===== config.mk =====
export PLATFORM = sky130hd
export DESIGN_NAME = nvmc_control
export DESIGN_NICKNAME = d
export VERILOG_FILES = /design/src/hdl/nvmc_pkg.sv /design/src/hdl/nvmc_unlock_if.sv /design/src/hdl/nvmc_unlock.sv /design/src/hdl/nvmc_timer.sv /design/src/hdl/nvmc_control.sv
export VERILOG_INCLUDE_DIRS = /design/src /design/src/hdl
export SDC_FILE = /design/constraint.sdc
export NUM_CORES = 1
export LEC_CHECK = 0
export BUFFER_PORTS_ARGS = -buffer_cell sky130_fd_sc_hd__buf_2
export CAP_MARGIN = 10
export CORE_UTILIZATION = 55
export CTS_CLUSTER_DIAMETER = 40
export DETAILED_ROUTE_END_ITERATION = 16
export PLACE_DENSITY = 0.83
export SLEW_MARGIN = 20
export SYNTH_ARGS = -nofsm -noshare
export SYNTH_HDL_FRONTEND = slang
export SYNTH_SLANG_ARGS = --single-unit

===== constraint.sdc =====
create_clock -name clk -period 2.9 [get_ports clk]
set_input_delay 0.58 -clock clk [delete_from_list [all_inputs] [get_ports clk]]
set_output_delay 0.58 -clock clk [all_outputs]
set_load 0.02 [all_outputs]

===== src/hdl/nvmc_regs.svh =====
// register offsets, field positions and timing constants of the nvm control unit
`ifndef NVMC_REGS_SVH
`define NVMC_REGS_SVH
`define NVMC_OFF_CONTROL 3'h0
`define NVMC_OFF_UNLOCK 3'h1
`define NVMC_OFF_ADDR_LO 3'h2
`define NVMC_OFF_ADDR_HI 3'h3
`define NVMC_OFF_DATA 3'h4
`define NVMC_BIT_REGION_HI 7
`define NVMC_BIT_REGION_LO 6
`define NVMC_BIT_ERASE 4
`define NVMC_BIT_WERR 3
`define NVMC_BIT_WRITE_ENABLE_BIT 2
`define NVMC_BIT_WR 1
`define NVMC_BIT_RD 0
`define NVMC_KEY_FIRST 8'h55
`define NVMC_KEY_SECOND 8'hAA
`define NVMC_ADDR_HI_MASK 8'h03
`define NVMC_ZERO_BYTE 8'h00
`define NVMC_PROG_CYCLES 16'h0100
`define NVMC_PWRT_CYCLES 16'h0400
`endif


===== src/hdl/nvmc_pkg.sv =====
// types shared by the nvm control unit
package nvmc_pkg;
   typedef enum logic [1:0] {
      NVMC_REGION_DATA,
      NVMC_REGION_FLASH,
      NVMC_REGION_INFO
   } nvmc_region_t;
   typedef enum logic [1:0] {
      NVMC_KEY_IDLE,
      NVMC_KEY_GOT_FIRST,
      NVMC_KEY_ARMED
   } nvmc_key_t;
endpackage


===== src/hdl/nvmc_unlock_if.sv =====
// carrier between unlock tracker and control core
`timescale 1ns/1ps
interface nvmc_unlock_if;
   logic keyWrite;
   logic [7:0] keyData;
   logic otherWrite;
   logic consume;
   logic armed;
   modport tracker (input keyWrite, input keyData, input otherWrite, input consume,
      output armed);
   modport core (output keyWrite, output keyData, output otherWrite, output consume,
      input armed);
endinterface


===== src/hdl/nvmc_unlock.sv =====
// unlock key sequence tracker
`timescale 1ns/1ps
`include "nvmc_regs.svh"
module nvmc_unlock (
   // clock and reset
   input wire logic clk,
   input wire logic nrst,
   // carrier
   nvmc_unlock_if.tracker lk
);
   import nvmc_pkg::*;
   nvmc_key_t state_q;
   nvmc_key_t state_d;
   always_comb begin
      state_d = state_q;
      if (lk.consume || lk.otherWrite) begin
         state_d = NVMC_KEY_IDLE;
      end else if (lk.keyWrite) begin
         unique case (state_q)
            NVMC_KEY_IDLE: state_d = (lk.keyData == `NVMC_KEY_FIRST) ?
               NVMC_KEY_GOT_FIRST : NVMC_KEY_IDLE;
            NVMC_KEY_GOT_FIRST: state_d = (lk.keyData == `NVMC_KEY_SECOND) ?
               NVMC_KEY_ARMED : NVMC_KEY_IDLE;
            NVMC_KEY_ARMED: state_d = (lk.keyData == `NVMC_KEY_FIRST) ?
               NVMC_KEY_GOT_FIRST : NVMC_KEY_IDLE;
            default: state_d = NVMC_KEY_IDLE;
         endcase
      end
   end
   always_ff @(posedge clk or negedge nrst) begin
      if (!nrst) begin
         state_q <= NVMC_KEY_IDLE;
      end else begin
         state_q <= state_d;
      end
   end
   assign lk.armed = (state_q == NVMC_KEY_ARMED);
endmodule


===== src/hdl/nvmc_timer.sv =====
// self-timed operation counter
`timescale 1ns/1ps
module nvmc_timer #(
   parameter int WIDTH = 16
) (
   // clock and reset
   input wire logic clk,
   input wire logic nrst,
   // control
   input wire logic start,
   input wire logic [WIDTH-1:0] length,
   output logic busy,
   output logic done
);
   logic [WIDTH-1:0] count_q;
   logic busy_q;
   logic done_q;
   always_ff @(posedge clk or negedge nrst) begin
      if (!nrst) begin
         count_q <= '0;
         busy_q <= 1'b0;
         done_q <= 1'b0;
      end else begin
         done_q <= busy_q && (count_q == WIDTH'(1));
         if (start && !busy_q) begin
            count_q <= length;
            busy_q <= 1'b1;
         end else if (busy_q) begin
            count_q <= count_q - WIDTH'(1);
            busy_q <= (count_q != WIDTH'(1));
         end
      end
   end
   assign busy = busy_q;
   assign done = done_q;
endmodule


===== src/hdl/nvmc_control.sv =====
`timescale 1ns/1ps
`include "nvmc_regs.svh"
module nvmc_control #(
   parameter int PROG_CYCLES = `NVMC_PROG_CYCLES,
   parameter int PWRT_CYCLES = `NVMC_PWRT_CYCLES,
   parameter int ADDR_W = 10
) (
   // clock and resets
   input wire logic clk,
   input wire logic nrst,
   input wire logic porNrst,
   // special function register port
   input wire logic [2:0] regAddr,
   input wire logic regWrite,
   input wire logic regRead,
   input wire logic [7:0] regWdata,
   output logic [7:0] regRdata,
   // array port
   output logic [ADDR_W-1:0] arrAddr,
   output logic [1:0] arrRegion,
   output logic arrReadStb,
   input wire logic [7:0] arrRdata,
   output logic arrProgStb,
   output logic arrEraseStb,
   output logic [7:0] arrWdata,
   input wire logic addrInvalid,
   input wire logic addrProtected,
   input wire logic regionMismatch,
   // status
   output logic nvmDoneIrqFlag,
   input wire logic irqFlagClear,
   output logic writeBusy
);
   import nvmc_pkg::*;
   nvmc_unlock_if lk ();
   logic [1:0] region_q;
   logic erase_q;
   logic write_enable_bit_q;
   logic wr_q;
   logic werr_q;
   logic [7:0] addrLo_q;
   logic [1:0] addrHi_q;
   logic [7:0] data_q;
   logic [7:0] rdata_q;
   logic readStb_q;
   logic progStb_q;
   logic eraseStb_q;
   logic irq_q;
   logic [15:0] pwrt_q;
   logic wrActive_q;
   logic timerBusy;
   logic timerDone;
   logic wrCtl;
   logic wrKey;
   logic wrALo;
   logic wrAHi;
   logic wrDat;
   logic pwrtRunning;
   logic wantWr;
   logic wrAllowed;
   logic wrFault;
   logic wrGo;
   logic wantRd;
   logic rdGo;
   logic eraseSel;
   logic locked;
   nvmc_region_t region;
   logic [7:0] ctlView;
   logic [7:0] rdMux;

   function automatic nvmc_region_t decodeRegion(input logic [1:0] sel);
      if (sel[0]) begin
         return NVMC_REGION_INFO;
      end
      return sel[1] ? NVMC_REGION_FLASH : NVMC_REGION_DATA;
   endfunction

   assign locked = wr_q;
   assign wrCtl = regWrite && (regAddr == `NVMC_OFF_CONTROL);
   assign wrKey = regWrite && (regAddr == `NVMC_OFF_UNLOCK);
   assign wrALo = regWrite && (regAddr == `NVMC_OFF_ADDR_LO) && !locked;
   assign wrAHi = regWrite && (regAddr == `NVMC_OFF_ADDR_HI) && !locked;
   assign wrDat = regWrite && (regAddr == `NVMC_OFF_DATA) && !locked;
   // region and erase select as carried by the control write itself
   assign region = decodeRegion(regWdata[`NVMC_BIT_REGION_HI:`NVMC_BIT_REGION_LO]);
   assign eraseSel = (region == NVMC_REGION_FLASH) && regWdata[`NVMC_BIT_ERASE];
   assign pwrtRunning = (pwrt_q != 16'h0000);
   // write-start request needs prior enable, not one set in this same write
   assign wantWr = wrCtl && !locked && regWdata[`NVMC_BIT_WR];
   assign wrAllowed = write_enable_bit_q && lk.armed && !pwrtRunning;
   assign wrFault = addrInvalid || addrProtected || regionMismatch;
   assign wrGo = wantWr && wrAllowed && !wrFault;
   assign wantRd = wrCtl && !locked && regWdata[`NVMC_BIT_RD];
   assign rdGo = wantRd && !wantWr && (region != NVMC_REGION_FLASH);

   assign lk.keyWrite = wrKey;
   assign lk.keyData = regWdata;
   assign lk.otherWrite = regWrite && !wrKey && !wantWr;
   assign lk.consume = wantWr;

   nvmc_unlock u_unlock (
      .clk(clk),
      .nrst(nrst),
      .lk(lk)
   );

   nvmc_timer #(.WIDTH(16)) u_timer (
      .clk(clk),
      .nrst(nrst),
      .start(wrGo),
      .length(16'(PROG_CYCLES)),
      .busy(timerBusy),
      .done(timerDone)
   );

   assign ctlView = {region_q, 1'b0, erase_q, werr_q, write_enable_bit_q, wr_q, readStb_q};
   assign rdMux = (regAddr == `NVMC_OFF_CONTROL) ? ctlView :
      (regAddr == `NVMC_OFF_UNLOCK) ? `NVMC_ZERO_BYTE :
      (regAddr == `NVMC_OFF_ADDR_LO) ? addrLo_q :
      (regAddr == `NVMC_OFF_ADDR_HI) ? {6'h00, addrHi_q} :
      (regAddr == `NVMC_OFF_DATA) ? data_q : `NVMC_ZERO_BYTE;

   // power-up timer
   always_ff @(posedge clk or negedge porNrst) begin
      if (!porNrst) begin
         pwrt_q <= 16'(PWRT_CYCLES);
      end else if (pwrtRunning) begin
         pwrt_q <= pwrt_q - 16'h0001;
      end
   end

   // write-error flag, power-on reset domain only
   always_ff @(posedge clk or negedge porNrst) begin
      if (!porNrst) begin
         werr_q <= 1'b0;
      end else if (!nrst && wrActive_q) begin
         werr_q <= 1'b1;
      end else if (wantWr && wrAllowed && wrFault) begin
         werr_q <= 1'b1;
      end else if (wrCtl && !locked) begin
         werr_q <= regWdata[`NVMC_BIT_WERR];
      end
   end

   // a write caught by reset is remembered across the reset
   always_ff @(posedge clk or negedge porNrst) begin
      if (!porNrst) begin
         wrActive_q <= 1'b0;
      end else if (nrst) begin
         wrActive_q <= wr_q;
      end else begin
         wrActive_q <= 1'b0;
      end
   end

   // control fields
   always_ff @(posedge clk or negedge nrst) begin
      if (!nrst) begin
         region_q <= 2'b00;
         erase_q <= 1'b0;
         write_enable_bit_q <= 1'b0;
      end else if (wrCtl && !locked) begin
         region_q <= regWdata[`NVMC_BIT_REGION_HI:`NVMC_BIT_REGION_LO];
         erase_q <= regWdata[`NVMC_BIT_ERASE];
         write_enable_bit_q <= regWdata[`NVMC_BIT_WRITE_ENABLE_BIT];
      end
   end

   // write-start and completion
   always_ff @(posedge clk or negedge nrst) begin
      if (!nrst) begin
         wr_q <= 1'b0;
         irq_q <= 1'b0;
         progStb_q <= 1'b0;
         eraseStb_q <= 1'b0;
      end else begin
         progStb_q <= wrGo && !eraseSel;
         eraseStb_q <= wrGo && eraseSel;
         if (wrGo) begin
            wr_q <= 1'b1;
         end else if (timerDone) begin
            wr_q <= 1'b0;
         end
         if (timerDone) begin
            irq_q <= 1'b1;
         end else if (irqFlagClear) begin
            irq_q <= 1'b0;
         end
      end
   end

   // address, data and read path
   always_ff @(posedge clk or negedge nrst) begin
      if (!nrst) begin
         addrLo_q <= 8'h00;
         addrHi_q <= 2'b00;
         data_q <= 8'h00;
         readStb_q <= 1'b0;
         rdata_q <= 8'h00;
      end else begin
         readStb_q <= rdGo;
         rdata_q <= regRead ? rdMux : rdata_q;
         if (wrALo) begin
            addrLo_q <= regWdata;
         end
         if (wrAHi) begin
            addrHi_q <= 2'(regWdata & `NVMC_ADDR_HI_MASK);
         end
         if (readStb_q) begin
            data_q <= arrRdata;
         end else if (wrDat) begin
            data_q <= regWdata;
         end
      end
   end

   assign regRdata = rdata_q;
   assign arrAddr = ADDR_W'({addrHi_q, addrLo_q});
   assign arrRegion = region_q;
   assign arrReadStb = readStb_q;
   assign arrProgStb = progStb_q;
   assign arrEraseStb = eraseStb_q;
   assign arrWdata = data_q;
   assign nvmDoneIrqFlag = irq_q;
   assign writeBusy = wr_q;
endmodule


# --- Word level (Yosys, flattened, before mapping) ---
# Index checks and enable logic that the tools add are counted.
word_totals:
  in_bits: 28
  reg_bits: 73
classes:
  eq_ne: 12
  add_sub_neg: 2
  muxes: 28
  reduce_logical: 47
ops:
  columns: ["operator", "count"]
  rows:
  - ["two-way mux 8 bit", 7]
  - ["two-way mux 16 bit", 2]
  - ["subtractor 16 x 1 -> 16 bit (second input constant)", 2]
  - ["logical AND 1 bit", 26]
  - ["equality test 16 x 1 -> 1 bit (second input constant)", 1]
  - ["!= test 16 x 1 -> 1 bit (second input constant)", 1]
  - ["nonzero test 16 bit", 1]
  - ["two-way mux 1 bit", 13]
  - ["two-way mux 2 bit", 5]
  - ["nonzero test 2 bit", 5]
  - ["equality test 8 x 7 -> 1 bit (second input constant)", 1]
  - ["equality test 8 bit (second input constant)", 1]
  - ["zero test 1 bit", 8]
  - ["equality test 3 x 2 -> 1 bit (second input constant)", 2]
  - ["equality test 2 x 1 -> 1 bit (second input constant)", 2]
  - ["one-hot mux 2 bit (2 select lines)", 1]
  - ["equality test 3 x 1 -> 1 bit (second input constant)", 1]
  - ["equality test 3 bit (second input constant)", 1]
  - ["zero test 3 bit", 1]
  - ["logical OR 1 bit", 3]
  - ["nonzero test 3 bit", 1]
  - ["equality test 2 bit (second input constant)", 1]
  - ["zero test 2 bit", 1]
  - ["!= test 2 x 1 -> 1 bit (second input constant)", 1]
  - ["OR reduction 2 bit", 1]

# --- Logic depth before layout (Yosys ltp) ---
logic_depth:
  ltp_word: 8
  ltp_mapped: 9
  ltp_nobuf: 7

# --- Modules after synthesis ---
# From an unflattened synthesis, not the netlist that was laid out.
hier_totals:
  cells_unflattened: 367
  hier_area_um2: 3788.6
by_module_without_submodules:
  columns: ["module", "area_each_um2", "instances", "cells_per_inst", "seq_area_each_um2"]
  rows:
  - ["nvmc_control", 2526.2, 1, 229, 1327.5]
  - ["nvmc_timer", 1098.6, 1, 124, 450.4]
  - ["nvmc_unlock", 163.9, 1, 14, 50.0]

# --- Least setup slack after synthesis ---
# OpenSTA, ideal clock, no wires.
synth_timing:
  path_kind: "reg2reg"
  start: "register pwrt_q[0]"
  end: "register u_timer.count_q[4]"
  slack_ns: 0.249
  required_ns: 2.777
  period_less_slack_ns: 2.651
  n_path_buf: 2
  stages_incl_launch_ff: 10
  arrival_time_ns: 2.529
  path_cell_list: "dfrtp_1 -> inv_1 -> ha_1 -> or4b_2 -> or4_1 -> buf_2 -> or4_4 -> buf_2 -> nand3_1 -> o21ai_1"
synth_between:
  elab_chain_cells: 7
  word_cells_on_any_way: 8
synth_rtl:
  columns: ["item", "line_no", "text"]
  rows:
  - ["start, declared", "nvmc_control.sv:49", "logic [15:0] pwrt_q;"]
  - ["start signal, assigned", "nvmc_control.sv:126", "pwrt_q <= 16'(PWRT_CYCLES);"]
  - ["start signal, assigned", "nvmc_control.sv:128", "pwrt_q <= pwrt_q - 16'h0001;"]
  - ["nonzero test 16 bit (*)", "nvmc_control.sv:87", "assign pwrtRunning = (pwrt_q != 16'h0000);"]
  - ["zero test 1 bit (*)", "nvmc_control.sv:90", "assign wrAllowed = write_enable_bit_q && lk.armed && !pwrtRunning;"]
  - ["logical AND 1 bit (*)", "nvmc_control.sv:90", null]
  - ["logical AND 1 bit (*) (2 in a row)", "nvmc_control.sv:92", "assign wrGo = wantWr && wrAllowed && !wrFault;"]
  - ["logical AND 1 bit (*)", "nvmc_timer.sv:25", "if (start && !busy_q) begin"]
  - ["two-way mux 16 bit or nonzero test 2 bit (tied branches)", null, null]
  - ["end signal, assigned", "nvmc_timer.sv:26", "count_q <= length;"]
  - ["end signal, assigned", "nvmc_timer.sv:29", "count_q <= count_q - WIDTH'(1);"]
  - ["end, declared", "nvmc_timer.sv:15", "logic [WIDTH-1:0] count_q;"]
# Every way passes the cells marked *; elsewhere a longest branch is shown, timed or not.
# A chain may end at the register's enable or synchronous reset.

# --- Worst setup path in the final report ---
layout_timing:
  start: "register pwrt_q[0]"
  end: "register u_timer.count_q[8]"
# Same word-level chain as after synthesis.

==> run metrics <==
status=complete, no violations; Die Ht=around 80 um; layout cell share with drive strength beyond 1=roughly 27%; syn_area_per_cell=~11 um2; setup ws final=roughly 0.075 ns; area share of fa/ha/maj cells after synthesis=under 10%; first-pass GRT wire length=11.9 mm; PwrDens=about 510 nW/um2; hold buffers post-CTS=0; Setup WS pre-CTS=approximately 0.07 ns; initial antenna violation count=0; MaxCap Viol Count=0; Design Area, Final=about 4000 um2; Final ANT Viol Nets=0; fin crit period=around 2.8 ns; Pins Over Slew Limit=0; critical path capture point type=flip-flop; yosys warns=0; GPL Wtd Cong=about 0.74; first-pass iteration count of the detailed router=4; largest family of logic cells by synthesized area=simple AND/OR/NAND/NOR gates; placed instance count=between 400 and 500; dpl hpwl=5.25 mm; Core Region=roughly 6000 um2; placed inst area=between 3000 and 4000 um2; wire per inst=roughly 16 um; Setup TNS=0 ns; crit path max fanout=13; Via density=5.88; period utilization=between 90 and 100%; post-synthesis mux area share=a little over a tenth; Final Hold Viols=0; H-tree depth=3; post-synthesis sequential area ratio=between 50% and 60%; CP Launch Type=flip-flop; post-route DRC violation count=0; simple-gate portion of the synthesized area=19.0%; critical path class=reg -> reg; Post-Synthesis Cells=315; Unique masters post-synth=between 40 and 50; vias in the first global route=2467; CTS tree=yes; GRT Util Overall=24.8%; CP arrival=3.09 ns; Leak=2.11 nW; asr flop ratio synth=between 90% and 100%; syn_nets=roughly 350; VDD IR-drop max=about 330 uV; gr ovfl total=0; routed vias=between 2000 and 3000; # rows=28; Post-synth EDFFs=0; hold_ws=between 0.1 and 0.15 ns; root buf cell=clkbuf_8; Initial Utilization=a little under three fifths; final total power=between 2 and 2.5 mW; Post-Syn Area=3390 um2; Rel. slew slack=54.1%; clock latency on the worst-skew pair=roughly 0.36 ns; die width=roughly 80 um; ys flop type=dfrtp_1; Post CTS Setup Buffer Count=0; #FFs+latches synth=73; Clock Sinks=73; # nets final=411; clk buf depth=2; Detailed Route WL=between 7 and 8 mm; Hold Path Class=in -> async; Layout area overhead=18.0%; final setup fails=0; Fill cells=about 450; fmax=approximately 350 MHz; Num CTS Buffers=9; boundary pin count=61; Die Footprint=around 6500 um2; Clock Skew=0.0138 ns; Critical Path RT=around 3.2 ns; XOR/XNOR share of the synthesized area=3.62%; pin count of the biggest net entering global routing=between 50 and 60; Port Buf Inserts=60; initial drt markers=about 170; Worst-Margin Slew=approximately 0.7 ns; non-filler instance count after layout=459; Final Util=~68%; clock-pin transition on the worst setup and hold timing paths=roughly 0.09 ns; number of antenna diodes=0; compound-gate portion of the synthesized area=around 8%
## worst paths after layout
| check | startpoint | end | slack, ns | cells after the start |
|---|---|---|---|---|
| worst min-delay path | porNrst | pwrt_q[13] | 0.13 | 1 |
| max in group asynchronous | nrst | arrWdata[6] | 2.08 | 2 |
| min in group clk | arrRdata[6] | arrWdata[6] | 0.44 | 3 |
| worst min register to register | pwrt_q[6] | pwrt_q[6] | 0.47 | 1 |
| worst max register to register | pwrt_q[0] | u_timer.count_q[8] | 0.08 | 7 |
| worst max-delay path | pwrt_q[0] | u_timer.count_q[8] | 0.08 | 7 |
## report_power, final
part	total (mW)	internal, mW	switching, mW	leakage (nW)
registers	1.03	1.03	0.00644	0.935
logic	0.107	0.0353	0.0714	1.06
clock network	0.908	0.511	0.398	0.113
total	2.05	1.57	0.476	2.11
## routing by layer
| metal | wire [um] | part of all wire [%] | vias up | GRT usage, % |
|---|---|---|---|---|
| met5 | 0 | 0 | - | 0 |
| met4 | 117 | 1.6 | 0 | 11.3 |
| met3 | 441 | 5.9 | 13 | 5.11 |
| met2 | 3610 | 48 | 96 | 38.3 |
| met1 | 3300 | 44 | 1326 | 33.6 |
| li1 | - | - | 1263 | - |
## synthesized netlist by cell type (all sizes together) (3+ instances only)
cell / n / share of area, %
a21oi: 13 / 1.9
buf: 3 / 0.41
clkbuf: 8 / 0.89
dfrtp: 72 / 53
ha: 4 / 1.5
inv: 16 / 1.8
mux2: 18 / 6.0
mux2i: 16 / 4.7
nand2: 16 / 1.8
nand2b: 5 / 0.92
nand3: 13 / 1.9
nor2: 23 / 2.5
nor2b: 3 / 0.55
nor3: 11 / 1.6
nor4: 6 / 1.1
nor4b: 3 / 0.78
o21ai: 24 / 3.5
o22ai: 7 / 1.3
or3: 5 / 0.92
or4: 10 / 2.4
xor2: 12 / 3.1
## worst max-delay path, cell delays in order (launching register included)
cell	delay [ns]
dfrtp_1	0.38
inv_1	0.11
ha_1	0.19
or4b_2	0.60
or4_4	0.49
or4_4	0.63
and3b_1	0.21
a31oi_1	0.14
## registers in the layout, summed over array words and instances, names as in the netlist, 2 cells and up
signal and cells:
regRdata 8, arrWdata 8, addrHi_q 2, u_timer.count_q 16, pwrt_q 16, addrLo_q 8
arrRegion 2, u_unlock.state_q 2
## cells in the final DEF (no fill, tap or decap), drive strengths merged, types with 2 or more instances in the layout
master	n
nand2	16
o21ai	24
nor2b	3
clkbuf	10
mux2	18
mux2i	16
or3	5
nor4	6
clkinv	2
and3	2
dfrtp	72
inv	17
xor2	12
xnor2	2
or4	10
or4b	2
nand3	13
a21oi	13
bufinv	2
nand3b	2
nor2	23
nor4b	3
o22ai	7
buf	64
nand2b	5
nor3	11
and4b	2
nand4b	2
ha	4
## area by class of cell
class	instances	area [um2]	share of cell area [%]
Timing Repair Buffer	64	330	8.25
Tap cell	75	93.8	2.34
Clock inverter	6	90.1	2.25
Multi-Input combinational cell	215	1460	36.5
Sequential cell	73	1830	45.7
Inverter	16	60.1	1.50
Clock buffer	10	138	3.44
## cells by family (layout without fill, tap and decap cells)
group	Yosys count	in the layout
buf+inv	27	96
xor+xnor	14	14
compound gates	50	50
mux	34	34
fa+ha+maj	4	4
flops	73	73
simple gates	113	113
## repair_timing
item	4_1_cts	5_1_grt
setup endpoints to repair	0	2
gates resized for setup	0	1
hold endpoints to repair	0	0
Note: power is estimated with default switching activity, not from simulation.
